<file path="src/hdl/serial_port_pkg.sv">
`default_nettype none
package serial_port_pkg;
    // Wishbone register offsets (byte addresses)
    localparam logic [3:0] OFS_MODE = 4'h0;
    localparam logic [3:0] OFS_ASYNC = 4'h4;
    localparam logic [3:0] OFS_STATUS = 4'h8;
    localparam logic [3:0] OFS_TXD = 4'hC;
    localparam logic [3:0] OFS_RXD = 4'h0;
    localparam logic [4:0] OFS_RXB = 5'h10;
    // Mode register fields
    localparam int MODE_CSIE = 0;
    localparam int MODE_TXE = 1;
    localparam int MODE_RXE = 2;
    localparam int MODE_HIZ = 3;
    localparam int MODE_TCL = 4;
    localparam logic [1:0] TCL_EXT = 2'h0;
    // Async mode fields
    localparam int AS_PAR = 0;
    localparam int AS_CL8 = 2;
    localparam int AS_SL2 = 3;
    localparam int AS_ISRM = 4;
    localparam logic [1:0] PAR_NONE = 2'h0;
    localparam logic [1:0] PAR_ZERO = 2'h1;
    localparam logic [1:0] PAR_ODD = 2'h2;
    localparam logic [1:0] PAR_EVEN = 2'h3;
    // Status fields
    localparam int ST_PE = 0;
    localparam int ST_FE = 1;
    localparam int ST_OVE = 2;
    localparam int ST_IRQ = 3;
    localparam int ST_BUSY = 4;
    // Timing
    localparam int CLK_HZ = 50_000_000;
    localparam int BAUD_BPS = 9575;
    localparam int START_US = 52;
    localparam int BIT_CYC = CLK_HZ / BAUD_BPS;
    localparam int START_CYC = CLK_HZ / 1_000_000 * START_US;
    localparam int HALF_SCK_CYC = 2 * BIT_CYC / 16;
    localparam logic [3:0] BITS_8 = 4'h8;
    localparam logic [3:0] BITS_7 = 4'h7;
    // Grouped configuration for the UART core
    typedef struct packed {
        logic [1:0] parity;
        logic len8;
        logic stop2;
    } uart_cfg_t;
endpackage
`default_nettype wire

</file>
<file path="src/hdl/uart_rx.sv">
`default_nettype none
module uart_rx
    import serial_port_pkg::*;
(
    // Clock and reset
    input wire logic clk,
    input wire logic srst,
    // Control
    input wire logic enable,
    input wire uart_cfg_t cfg,
    // Synchronised line
    input wire logic rxd,
    // Result
    output logic done,
    output logic [7:0] data,
    output logic perr,
    output logic ferr
);
    typedef enum logic [3:0] {
        R_IDLE = 4'b0001,
        R_START = 4'b0010,
        R_BITS = 4'b0100,
        R_STOP = 4'b1000
    } rstate_t;
    rstate_t st_r, st_nxt;
    logic [15:0] cnt_r, cnt_nxt;
    logic [3:0] idx_r, idx_nxt;
    logic [8:0] sh_r, sh_nxt;
    logic done_r, done_nxt, perr_r, perr_nxt, ferr_r, ferr_nxt;
    logic [7:0] data_r, data_nxt;
    logic [3:0] nbits;

    // Character bits plus optional parity
    always_comb begin
        nbits = (cfg.len8 ? BITS_8 : BITS_7) + ((cfg.parity != PAR_NONE) ? 4'h1 : 4'h0);
    end

    // Receive sequencer; samples mid bit after a 52 us start qualification
    always_comb begin
        st_nxt = st_r;
        cnt_nxt = cnt_r;
        idx_nxt = idx_r;
        sh_nxt = sh_r;
        done_nxt = 1'b0;
        perr_nxt = perr_r;
        ferr_nxt = ferr_r;
        data_nxt = data_r;
        case (st_r)
            R_IDLE: begin
                cnt_nxt = 16'h0000;
                if (enable && !rxd) begin
                    st_nxt = R_START;
                end
            end
            R_START: begin
                cnt_nxt = cnt_r + 16'h0001;
                if (rxd) begin
                    st_nxt = R_IDLE;
                end else if (cnt_r == 16'(START_CYC - 1)) begin
                    st_nxt = R_BITS;
                    cnt_nxt = 16'h0000;
                    idx_nxt = 4'h0;
                    sh_nxt = 9'h000;
                end
            end
            R_BITS: begin
                cnt_nxt = cnt_r + 16'h0001;
                if (cnt_r == 16'(BIT_CYC - 1)) begin
                    cnt_nxt = 16'h0000;
                    // LSB first, parity after data
                    sh_nxt = {rxd, sh_r[8:1]};
                    idx_nxt = idx_r + 4'h1;
                    if (idx_r == nbits - 4'h1) begin
                        st_nxt = R_STOP;
                    end
                end
            end
            R_STOP: begin
                cnt_nxt = cnt_r + 16'h0001;
                if (cnt_r == 16'(BIT_CYC - 1)) begin
                    st_nxt = R_IDLE;
                    done_nxt = 1'b1;
                    ferr_nxt = !rxd;
                    // Align by frame length: shift register holds nbits in top
                    data_nxt = 8'(({sh_r, 9'h000} >> (5'd18 - {1'b0, nbits})));
                    if (!cfg.len8) begin
                        data_nxt[7] = 1'b0;
                    end
                    perr_nxt = 1'b0;
                    if (cfg.parity == PAR_EVEN || cfg.parity == PAR_ODD) begin
                        // Parity bit lands at index nbits-1 of aligned frame
                        perr_nxt = (^(18'({sh_r, 9'h000} >> (5'd18 - {1'b0, nbits}))))
                            ^ (cfg.parity == PAR_ODD);
                    end
                end
            end
            default: st_nxt = R_IDLE;
        endcase
        if (!enable) begin
            st_nxt = R_IDLE;
        end
    end

    // Receive registers
    always_ff @(posedge clk) begin
        if (srst) begin
            st_r <= R_IDLE;
            cnt_r <= 16'h0000;
            idx_r <= 4'h0;
            sh_r <= 9'h000;
            done_r <= 1'b0;
            perr_r <= 1'b0;
            ferr_r <= 1'b0;
            data_r <= 8'h00;
        end else begin
            st_r <= st_nxt;
            cnt_r <= cnt_nxt;
            idx_r <= idx_nxt;
            sh_r <= sh_nxt;
            done_r <= done_nxt;
            perr_r <= perr_nxt;
            ferr_r <= ferr_nxt;
            data_r <= data_nxt;
        end
    end

    assign done = done_r;
    assign data = data_r;
    assign perr = perr_r;
    assign ferr = ferr_r;
endmodule
`default_nettype wire

</file>
<file path="src/hdl/dual_mode_serial_port.sv">
// Overview of operation
// - Clocked mode shifts data out MSB first, changing on falling clock edges.
// - Clocked mode samples input on rising clock edges into the low end.
// - Master transfer starts when software writes the transmit register.
// - Slave leaves clock pin undriven; external master supplies the clock.
// - Interrupt flag set on the eighth rising clock edge of a transfer.
// - Master stops clock after eighth rising edge, holds it high.
// - Output drive flag set makes data pin driven, idling high.
// - Two-bit clock select picks internal clock out or external clock in.
// - Each clocked transfer moves 8 bits out and 8 bits into receive buffer.
// - UART transmit and receive run independently, full duplex.
// - UART rate fixed at 9575 bps from internal clock; far end matches.
// - UART transmit pin high when not transmitting.
// - Transmitter sends 7 or 8 bits with start, parity and stop bits.
// - Receiver captures 7 or 8 bits, detects parity, framing, overrun errors.
// - UART transmission starts when software writes the transmit register.
// - Start bit accepted only if line still low about 52 us later.
// - UART raises interrupt flag on transmit or receive completion.
// - Even, odd, zero or no parity generated; receiver checks even and odd parity only.
// - Reading the receive buffer clears the async status register.
// - Error mask set suppresses receive-complete interrupt on reception errors.
// - Seven-bit length ignores transmit bit 7, receive bit 7 reads zero.
//
// The Wishbone slave port and the placing of the registers were chosen for this implementation.
`default_nettype none
module dual_mode_serial_port
    import serial_port_pkg::*;
(
    // Clock and reset
    input wire logic CLK,
    input wire logic SRST,
    // Wishbone slave
    input wire logic CYC_I,
    input wire logic STB_I,
    input wire logic WE_I,
    input wire logic [4:0] ADR_I,
    input wire logic [3:0] SEL_I,
    input wire logic [31:0] DAT_I,
    output logic [31:0] DAT_O,
    output logic ACK_O,
    // Serial clock pin, two-way
    input wire logic SCLK_I,
    output logic SCLK_O,
    output logic SCLK_OE,
    // Serial data pins (shared with UART)
    input wire logic SIN_I,
    output logic SOUT_O,
    output logic SOUT_OE,
    // Interrupt request flag level
    output logic SERIAL_IRQ_FLAG
);
    typedef enum logic [2:0] {
        C_IDLE = 3'b001,
        C_LOW = 3'b010,
        C_HIGH = 3'b100
    } cstate_t;
    typedef enum logic [2:0] {
        T_IDLE = 3'b001,
        T_SHIFT = 3'b010,
        T_STOP = 3'b100
    } tstate_t;

    // Pin synchronisers: first stage feeds only the second
    logic [1:0] sck_s1_r, sck_s2_r, si_s1_r, si_s2_r;
    logic sck_d_r;
    always_ff @(posedge CLK) begin
        if (SRST) begin
            sck_s1_r <= 2'b11;
            sck_s2_r <= 2'b11;
            si_s1_r <= 2'b11;
            si_s2_r <= 2'b11;
            sck_d_r <= 1'b1;
        end else begin
            sck_s1_r <= {1'b0, SCLK_I};
            sck_s2_r <= sck_s1_r;
            si_s1_r <= {1'b0, SIN_I};
            si_s2_r <= si_s1_r;
            sck_d_r <= sck_s2_r[0];
        end
    end
    logic sck_sync, si_sync;
    assign sck_sync = sck_s2_r[0];
    assign si_sync = si_s2_r[0];

    // Register state
    logic [7:0] mode_r, mode_nxt, async_r, async_nxt, tx_r, tx_nxt, rxb_r, rxb_nxt;
    logic [2:0] st_r, st_nxt;
    logic irq_r, irq_nxt, ack_r, ack_nxt, rx_full_r, rx_full_nxt;
    logic [31:0] dat_r, dat_nxt;
    // Clocked-mode state
    cstate_t cs_r, cs_nxt;
    logic [7:0] csh_r, csh_nxt;
    logic [3:0] ccnt_r, ccnt_nxt;
    logic [15:0] cdiv_r, cdiv_nxt;
    logic sck_out_r, sck_out_nxt, so_r, so_nxt;
    // UART transmit state
    tstate_t ts_r, ts_nxt;
    logic [10:0] tsh_r, tsh_nxt;
    logic [3:0] tcnt_r, tcnt_nxt;
    logic [15:0] tdiv_r, tdiv_nxt;

    logic csie, txe, rxe, master, wr, rd;
    uart_cfg_t cfg;
    logic rx_done, rx_perr, rx_ferr;
    logic [7:0] rx_data;
    logic tx_par;
    logic [3:0] tx_bits;
    logic cs_fall, cs_rise, cs_in, cs_done;
    always_comb begin
        csie = mode_r[MODE_CSIE];
        txe = mode_r[MODE_TXE] && !csie;
        rxe = mode_r[MODE_RXE] && !csie;
        master = mode_r[MODE_TCL+1 -: 2] != TCL_EXT;
        cfg.parity = async_r[AS_PAR+1 -: 2];
        cfg.len8 = async_r[AS_CL8];
        cfg.stop2 = async_r[AS_SL2];
        wr = CYC_I && STB_I && WE_I && SEL_I[0] && !ack_r;
        rd = CYC_I && STB_I && !WE_I && !ack_r;
    end

    uart_rx u_rx (
        .clk(CLK),
        .srst(SRST),
        .enable(rxe),
        .cfg(cfg),
        .rxd(si_sync),
        .done(rx_done),
        .data(rx_data),
        .perr(rx_perr),
        .ferr(rx_ferr)
    );

    // Wishbone decode, registers, status and interrupt flag
    always_comb begin
        mode_nxt = mode_r;
        async_nxt = async_r;
        tx_nxt = tx_r;
        rxb_nxt = rxb_r;
        st_nxt = st_r;
        irq_nxt = irq_r;
        rx_full_nxt = rx_full_r;
        ack_nxt = CYC_I && STB_I && !ack_r;
        dat_nxt = 32'h0000_0000;
        if (rd) begin
            case (ADR_I)
                {1'b0, OFS_MODE}: dat_nxt = {24'h00_0000, mode_r};
                {1'b0, OFS_ASYNC}: dat_nxt = {24'h00_0000, async_r};
                {1'b0, OFS_STATUS}: dat_nxt = {27'h000_0000, ts_r != T_IDLE, irq_r, st_r};
                {1'b0, OFS_TXD}: dat_nxt = {24'h00_0000, tx_r};
                OFS_RXB: begin
                    dat_nxt = {24'h00_0000, rxb_r};
                    st_nxt = 3'b000;
                    rx_full_nxt = 1'b0;
                end
                default: dat_nxt = 32'h0000_0000;
            endcase
        end
        if (wr) begin
            case (ADR_I)
                {1'b0, OFS_MODE}: mode_nxt = DAT_I[7:0];
                {1'b0, OFS_ASYNC}: async_nxt = DAT_I[7:0];
                {1'b0, OFS_STATUS}: irq_nxt = irq_r && !DAT_I[ST_IRQ];
                {1'b0, OFS_TXD}: tx_nxt = DAT_I[7:0];
                default: ;
            endcase
        end
        // Hardware events win over software clear
        if (cs_r == C_LOW && cdiv_r == 16'h0000 && ccnt_r == BITS_8 - 4'h1 && master) begin
            irq_nxt = 1'b1;
        end
        if (csie && !master && !sck_d_r && sck_sync && ccnt_r == BITS_8 - 4'h1) begin
            irq_nxt = 1'b1;
        end
        if (cs_done) begin
            rxb_nxt = {csh_r[6:0], cs_in};
        end
        if (ts_r == T_STOP && tdiv_r == 16'h0000 && tcnt_r == 4'h0) begin
            irq_nxt = 1'b1;
        end
        if (rx_done) begin
            rxb_nxt = rx_data;
            rx_full_nxt = 1'b1;
            st_nxt = {rx_full_r, rx_ferr, rx_perr};
            if (!(async_r[AS_ISRM] && (rx_full_r || rx_ferr || rx_perr))) begin
                irq_nxt = 1'b1;
            end
        end
    end

    // Clocked mode: master divides CLK, slave follows synchronised pin edges
    always_comb begin
        cs_in = si_sync;
        cs_fall = master ? (cs_r == C_HIGH && cdiv_r == 16'h0000)
                         : (sck_d_r && !sck_sync);
        cs_rise = master ? (cs_r == C_LOW && cdiv_r == 16'h0000)
                         : (!sck_d_r && sck_sync);
        cs_done = csie && cs_rise && ccnt_r == BITS_8 - 4'h1 && cs_r != C_IDLE;
    end
    always_comb begin
        cs_nxt = cs_r;
        csh_nxt = csh_r;
        ccnt_nxt = ccnt_r;
        cdiv_nxt = (cdiv_r == 16'h0000) ? 16'(HALF_SCK_CYC - 1) : cdiv_r - 16'h0001;
        sck_out_nxt = sck_out_r;
        so_nxt = so_r;
        case (cs_r)
            C_IDLE: begin
                sck_out_nxt = 1'b1;
                ccnt_nxt = 4'h0;
                cdiv_nxt = 16'(HALF_SCK_CYC - 1);
                if (csie && wr && ADR_I == {1'b0, OFS_TXD}) begin
                    csh_nxt = DAT_I[7:0];
                    cs_nxt = master ? C_HIGH : C_LOW;
                    cdiv_nxt = 16'h0000;
                end
            end
            C_HIGH, C_LOW: begin
                if (cs_fall) begin
                    so_nxt = csh_r[7];
                    if (master) begin
                        sck_out_nxt = 1'b0;
                        cs_nxt = C_LOW;
                    end
                end
                if (cs_rise) begin
                    csh_nxt = {csh_r[6:0], cs_in};
                    ccnt_nxt = ccnt_r + 4'h1;
                    if (master) begin
                        sck_out_nxt = 1'b1;
                        cs_nxt = C_HIGH;
                    end
                    if (ccnt_r == BITS_8 - 4'h1) begin
                        cs_nxt = C_IDLE;
                    end
                end
            end
            default: cs_nxt = C_IDLE;
        endcase
        if (!csie) begin
            cs_nxt = C_IDLE;
            so_nxt = 1'b1;
        end else if (cs_r == C_IDLE && !(wr && ADR_I == {1'b0, OFS_TXD})) begin
            so_nxt = 1'b1;
        end
    end

    // UART transmit: frame built LSB first, shifted at the fixed bit rate
    always_comb begin
        tx_par = ^(tx_r & (cfg.len8 ? 8'hFF : 8'h7F));
        tx_bits = (cfg.len8 ? BITS_8 : BITS_7) + ((cfg.parity != PAR_NONE) ? 4'h1 : 4'h0);
        ts_nxt = ts_r;
        tsh_nxt = tsh_r;
        tcnt_nxt = tcnt_r;
        tdiv_nxt = (tdiv_r == 16'h0000) ? 16'(BIT_CYC - 1) : tdiv_r - 16'h0001;
        case (ts_r)
            T_IDLE: begin
                tsh_nxt = 11'h7FF;
                if (txe && wr && ADR_I == {1'b0, OFS_TXD}) begin
                    ts_nxt = T_SHIFT;
                    tdiv_nxt = 16'(BIT_CYC - 1);
                    tcnt_nxt = tx_bits;
                    tsh_nxt = {2'b11, DAT_I[7:0], 1'b0};
                    if (!cfg.len8) begin
                        tsh_nxt[8] = 1'b1;
                    end
                end
            end
            T_SHIFT: begin
                if (tdiv_r == 16'h0000) begin
                    tsh_nxt = {1'b1, tsh_r[10:1]};
                    tcnt_nxt = tcnt_r - 4'h1;
                    // Insert parity after the last character bit
                    if (cfg.parity != PAR_NONE && tcnt_r == 4'h1) begin
                        case (cfg.parity)
                            PAR_EVEN: tsh_nxt[0] = tx_par;
                            PAR_ODD: tsh_nxt[0] = !tx_par;
                            default: tsh_nxt[0] = 1'b0;
                        endcase
                    end
                    if (tcnt_r == 4'h0) begin
                        ts_nxt = T_STOP;
                        tsh_nxt = 11'h7FF;
                        tcnt_nxt = cfg.stop2 ? 4'h1 : 4'h0;
                    end
                end
            end
            T_STOP: begin
                if (tdiv_r == 16'h0000) begin
                    tcnt_nxt = tcnt_r - 4'h1;
                    if (tcnt_r == 4'h0) begin
                        ts_nxt = T_IDLE;
                    end
                end
            end
            default: ts_nxt = T_IDLE;
        endcase
        if (!txe) begin
            ts_nxt = T_IDLE;
        end
    end

    // State registers
    always_ff @(posedge CLK) begin
        if (SRST) begin
            mode_r <= 8'h00;
            async_r <= 8'h00;
            tx_r <= 8'h00;
            rxb_r <= 8'h00;
            st_r <= 3'b000;
            irq_r <= 1'b0;
            rx_full_r <= 1'b0;
            ack_r <= 1'b0;
            dat_r <= 32'h0000_0000;
            cs_r <= C_IDLE;
            csh_r <= 8'h00;
            ccnt_r <= 4'h0;
            cdiv_r <= 16'h0000;
            sck_out_r <= 1'b1;
            so_r <= 1'b1;
            ts_r <= T_IDLE;
            tsh_r <= 11'h7FF;
            tcnt_r <= 4'h0;
            tdiv_r <= 16'h0000;
        end else begin
            mode_r <= mode_nxt;
            async_r <= async_nxt;
            tx_r <= tx_nxt;
            rxb_r <= rxb_nxt;
            st_r <= st_nxt;
            irq_r <= irq_nxt;
            rx_full_r <= rx_full_nxt;
            ack_r <= ack_nxt;
            dat_r <= dat_nxt;
            cs_r <= cs_nxt;
            csh_r <= csh_nxt;
            ccnt_r <= ccnt_nxt;
            cdiv_r <= cdiv_nxt;
            sck_out_r <= sck_out_nxt;
            so_r <= so_nxt;
            ts_r <= ts_nxt;
            tsh_r <= tsh_nxt;
            tcnt_r <= tcnt_nxt;
            tdiv_r <= tdiv_nxt;
        end
    end

    // Pin drive; clock pin released in slave mode
    always_comb begin
        SCLK_O = sck_out_r;
        SCLK_OE = csie && master;
        SOUT_O = csie ? so_r : tsh_r[0];
        SOUT_OE = mode_r[MODE_HIZ] || txe;
        DAT_O = dat_r;
        ACK_O = ack_r;
        SERIAL_IRQ_FLAG = irq_r;
    end
endmodule
`default_nettype wire

</file>
<file path="config.mk">
export PLATFORM = sky130hd
export DESIGN_NAME = dual_mode_serial_port
export DESIGN_NICKNAME = d
export VERILOG_FILES = /design/src/hdl/serial_port_pkg.sv /design/src/hdl/uart_rx.sv /design/src/hdl/dual_mode_serial_port.sv
export SDC_FILE = /design/constraint.sdc
export NUM_CORES = 1
export LEC_CHECK = 0
export ABC_AREA = 1
export BUFFER_PORTS_ARGS = -buffer_cell sky130_fd_sc_hd__buf_2
export CAP_MARGIN = 20
export CORE_MARGIN = 2
export CORE_UTILIZATION = 51
export DETAILED_ROUTE_END_ITERATION = 16
export PLACE_DENSITY = 0.73
export SLEW_MARGIN = 10
export SYNTH_ARGS = -nofsm -noshare
export SYNTH_HDL_FRONTEND = slang
export SYNTH_SLANG_ARGS = --single-unit
</file>
<file path="constraint.sdc">
create_clock -name CLK -period 3 [get_ports CLK]
set_input_delay 0.3 -clock CLK [delete_from_list [all_inputs] [get_ports CLK]]
set_output_delay 0.3 -clock CLK [all_outputs]
set_load 0.02 [all_outputs]
</file>
== Word-level counts from Yosys, hierarchy flattened ==
Index checks and enable logic that the tools add are counted.
Widths: inputs -> output; s select.
Cells by class
  add/sub/neg operators: 9
  multipliers: 0
  divide/modulo/power cells: 0
  $lt $le $gt $ge: 0
  equality and inequality tests: 37
  shift-type cells: 1
  muxes and demuxes: 87
  bitwise logic cells: 7
  reduce and logical (&&, ||, !) cells: 85
Operator list (number)
  $mux 16: 8
  $pmux 16 s4: 1
  $mux 4: 15
  $mux 3: 15
  $mux 8: 5
  $pmux 8 s5: 1
  $mux 9: 4
  $logic_and 1x1->1: 35
  $logic_not 16->1: 2
  $sub 16x1->16 const B: 2
  $mux 1: 24
  $pmux 11 s2: 1
  $mux 10: 2
  $pmux 9 s2: 1
  $reduce_xor 18->1: 1
  $shr 18x5->18: 1
  $add 16x1->16 const B: 1
  $eq 16x12->1 const B: 1
  $eq 16x13->1 const B: 1
  $pmux 4 s2: 2
  $pmux 4 s4: 1
  $pmux 8 s2: 1
  $reduce_and 2->1: 8
  $reduce_bool 2->1: 8
  40 further kinds: 85
Storage, ports and cells
  register bits: 186
  bits in latches: 0
  bits in writable memories: 0
  ROM bits: 0
  input bits: 48
  logic and storage cells: 258
  memories: 0

== Depth between registers and ports, before layout ==
  depth after elaboration: 10
  depth in mapped cells: 22
  gate-level depth less buffers: 21

== Cells and area by module ==
A second synthesis with hierarchy kept.
Second synthesis, totals
  cell total of the unflattened synthesis: 1326
  area, all modules: 8974.9 um2
Modules (own cells, without submodules)
  dual_mode_serial_port: times used 1, cells an instance 818, area an instance 5879.4 um2, sequential area each 2322.2 um2
  uart_rx: times used 1, cells an instance 508, area an instance 3095.5 um2, sequential area each 880.8 um2

== Worst setup path after synthesis ==
OpenSTA, ideal clock, no wires.
  path type: reg2reg
  from: register async_r[2]
  to: register u_rx.perr_r, in the netlist u_rx.perr
  arrival time: 2.126 ns
  setup slack: 0.742 ns
  cell stages (with the launch flop): 21
  period minus slack after synthesis: 2.258 ns
  cells stage by stage: dfxtp_1 inv_1 ha_1 ha_1 inv_1 nor2_2 inv_1 nand2_1 nand2_1 inv_1 nand2_1 nand2_1 nand2_1 nand2_1 inv_1 nand2_1 nand2_1 nand2_1 nand2_1 nand2_1 a21oi_1
On the way
  cells in the longest elaborated chain, start to end: 7
Ends and longest elaborated chain
  start: declaration: line dual_mode_serial_port.sv:86  | logic [7:0] mode_r, mode_nxt, async_r, async_nxt, tx_r, tx_nxt, rxb_r, rxb_nxt;
  start signal: assignment: line dual_mode_serial_port.sv:326  | async_r <= async_nxt;
  $mux 4: line uart_rx.sv:35  | nbits = (cfg.len8 ? BITS_8 : BITS_7) + ((cfg.parity != PAR_NONE) ? 4'h1 : 4'h0);
  $add 4x4->4: line uart_rx.sv:35
  $sub 5x4->5: line uart_rx.sv:92  | perr_nxt = (^(18'({sh_r, 9'h000} >> (5'd18 - {1'b0, nbits}))))
  $shr 18x5->18
  $reduce_xor 18->1: line uart_rx.sv:92
  $xor 1x1->1: line uart_rx.sv:93  | ^ (cfg.parity == PAR_ODD);
  $mux 1: line uart_rx.sv:90  | if (cfg.parity == PAR_EVEN || cfg.parity == PAR_ODD) begin
  end signal: assignment: line uart_rx.sv:121  | perr_r <= perr_nxt;
  end: declaration: line uart_rx.sv:29  | logic done_r, done_nxt, perr_r, perr_nxt, ferr_r, ferr_nxt;
Every way passes these cells.
A chain may end at the register's enable or synchronous reset.

== Final worst setup path ==
  from: register async_r[0]
  to: register u_rx.perr_r, in the netlist u_rx.perr
On the way
  cells in the longest elaborated chain, start to end: 8
Ends and longest elaborated chain (line)
  $reduce_bool 2->1: uart_rx.sv:35
  $mux 1: uart_rx.sv:35
  $add 4x4->4: uart_rx.sv:35
  $sub 5x4->5: uart_rx.sv:92
  $shr 18x5->18
  $reduce_xor 18->1: uart_rx.sv:92
  $xor 1x1->1: uart_rx.sv:93
  $mux 1 (*): uart_rx.sv:90
Mark *: on every way between the ends. The rest lies on a longest branch, timed or not.

==> metrics.yaml <==
worst_setup_path:
  critical-path-slowest-cell: "ha_1"
  timing.reg2reg.setup_slack_ns: 0.36
  worst_path_largest_cell_delay_ns: 0.40
  cp_cell_sequence: "nor2_2, ha_1, inv_1, ha_1, inv_1, nor2_2, inv_1, nand2_1, nand2_1, inv_1, nand2_1, nand2_1, nand2_1, nand2_1, inv_1, nand2_1, nand2_1, nand2_1, nand2_1, nand2_1, a21oi_1"
  end_kind: "flop"
  crit_path_max_fanout: 6
  worstSetupStartpointType: "flop"
  cp.required_ns: 3.31
  path_common_cell: "nand2_1"
  cp_data_arrival_time_ns: 2.94
  crit_type: "flop to flop"
cts:
  cts_tree: "done"
  clk_pin_slew_worst_paths_ns: 0.07
  clockBufferDepth: 2
  ctsRootBufferMaster: "clkbuf_16"
  clock_latency_ns: 0.43
  cts_sinks: 160
  hold_buffers: 0
  cts_made_buffers: 17
  cts_max_level: 4
pwr:
  intPower_mw: 3.83
  power_mw: 5.35
  ir_drop_mv: 0.431
  swShare_pct: 28.4
  switchingPower_mw: 1.52
  p_leak_nw: 4.11
  p_seq_share_pct: 43.2
  p_comb_share_pct: 14.6
  p_clk_share_pct: 42.2
  power_density_nw_per_um2: 557
sta:
  min_period_ns: 2.64
  slew_headroom_pct: 51.8
  rsz0062_at_grt: "false"
  holdWs_ns: 0.0469
  tns_ns: 0
  tightest_slew_ns: 0.720
  finalCritPeriodShare_pct: 88.0
  finClkSkew_ns: 0.00933
  finalHoldViolCount: 0
  setup_viol: 0
  report.final.slew_viol_count: 0
  max_freq_mhz: 379
drt:
  viasPerCell: 5.36
  top_layer_used: "met4"
  wl_met3_um: 1040
  wl_met2_um: 9710
  vias: 8185
  wl_per_cell_um: 13.9
  drtPass1Iterations: 5
  ant_nets: 0
  drt_iter0_drc: 678
  wl_met1_um: 9980
  wirelength_um: 21300
  drcViolationCount: 0
global_routing:
  antenna_found_initial: 0
  grt_pass1_wl_um: 35200
  grt_max_degree: 52
  gr-total-overflow: 0
  grt_pass1_vias: 7321
  track_usage_pct: 24.2
placed_design:
  dpl.hpwl_um: 15600
  placed_cells: 1495
  post_dp_cell_area_um2: 8990
  place.gp.congestion: 0.917
  port_buffers: 34
status:
  status: "complete, no violations"
synth:
  ys.flop_type: "dfxtp_1"
  netlist_area_um2: 8720
  ys_async_sr_fraction_pct: 0
  ys_types: 55
  syn_avg_cell_area_um2: 6.90
  syn_inst: 1264
  yosysSeqAreaShare_pct: 36.7
  synth_seq_cells: 160
  synth_edf_count: 0
  yosysWarnings: 0
floorplanning:
  dieArea_um2: 18200
  initial_utilization_pct: 52.4
  die_y_um: 135
  num_rows: 47
  die_x_um: 135
  core_region_area_um2: 16600
  num_io_pins: 86
cells_and_area:
  final_cell_mix: "nand2_1 (252), inv_1 (174), dfxtp_1 (160)"
  stdcell_area_um2: 9600
  area_growth_pct: 10.1
  drive_gt1_share_pct: 10.1
  final_nets: 1358
  layout_commonest_cell: "nand2_1"
  diodes: 0
  stdcell_count: 1527
hold_path:
  min_path_type: "input pin to flop"
job:
  drv_cap: 0
routing by layer:
metal	vias up	track usage, %
met1	3743	32.2
met5	-	0
met3	36	5.22
met2	228	38.7
met4	0	8.54
li1	4178	-
through the flow:
step	utilization [%]	worst slack, ns
floorplan	-	0.742
CTS	57.7	0.332
global placement	54.0	0.420
detailed placement	54.0	0.339
finish	57.7	0.360
global route	57.7	0.0246
flip-flops by register name (all words and copies together), names as in the netlist, 9 cells and up, named ones only:
register and cells:
tsh_r 9, cdiv_r 16, u_rx.cnt_r 16, u_rx.sh_r 9, tdiv_r 16
logic make-up (layout without fill, tap and decap cells):
family	after synthesis	count (layout)	share of synthesized area (%)
buffers and inverters	241	261	12.0
AOI/OAI and AO/OA	263	263	17.2
DFF	160	160	36.7
adders and majority gates	16	16	2.30
other	1	24	0.0430
xor gates and xnor gates	28	28	2.81
and+or+nand+nor	555	555	28.9
worst max-delay path, delay by kind of cell, from the launching register on:
kind	cells	cell delay (ns)
adders and majority gates	2	0.56
buffers and inverters	5	0.46
and+or+nand+nor	13	1.07
DFF	1	0.37
AOI/OAI and AO/OA	1	0.05
power groups by stage:
stage	clock, mW	sequential (mW)	combinational [mW]
finish	2.26	2.31	0.781
CTS	2.30	2.31	0.783
floorplan	0	2.34	0.675
global placement	0	2.35	0.767
global route	2.39	2.32	0.887
detailed placement	0	2.35	0.779
timing repair:
item	in CTS	in global routing
resized for setup	0	1
setup buffers	0	0
setup endpoints to repair	0	1
path summary, 6_finish.rpt:
| kind | cells after the start | startpoint | endpoint |
|---|---|---|---|
| max | 21 | async_r[0] | u_rx.perr |
| min | 2 | SCLK_I | sck_s1_r[0] |
| max reg2reg | 21 | async_r[0] | u_rx.perr |
| min reg2reg | 1 | si_s1_r[0] | si_s2_r[0] |
synthesized netlist by cell type (14+ instances only):
master      n  share of area [%]
nand2_1   252                 11
inv_1     175                7.5
dfxtp_1   160                 37
nor2_1    114                4.9
a21oi_1   106                6.1
nand3_1    89                5.1
o21ai_0    89                5.1
buf_4      28                2.4
nor3_1     22                1.3
nor2_2     20                1.4
nand4_1    19                1.4
xor2_1     17                1.7
ha_1       16                2.3
clkbuf_1   15               0.65
o22ai_1    14                1.0
final cells by class:
| class | count | area (um2) |
|---|---|---|
| Clock buffer | 18 | 429 |
| Clock inverter | 14 | 183 |
| Fill cell | 1594 | 7040 |
| Inverter | 182 | 686 |
| Multi-Input combinational cell | 886 | 4560 |
| Sequential cell | 160 | 3200 |
| Tap cell | 220 | 275 |
| Timing Repair Buffer | 47 | 268 |
(Power assumes the default switching activity.)
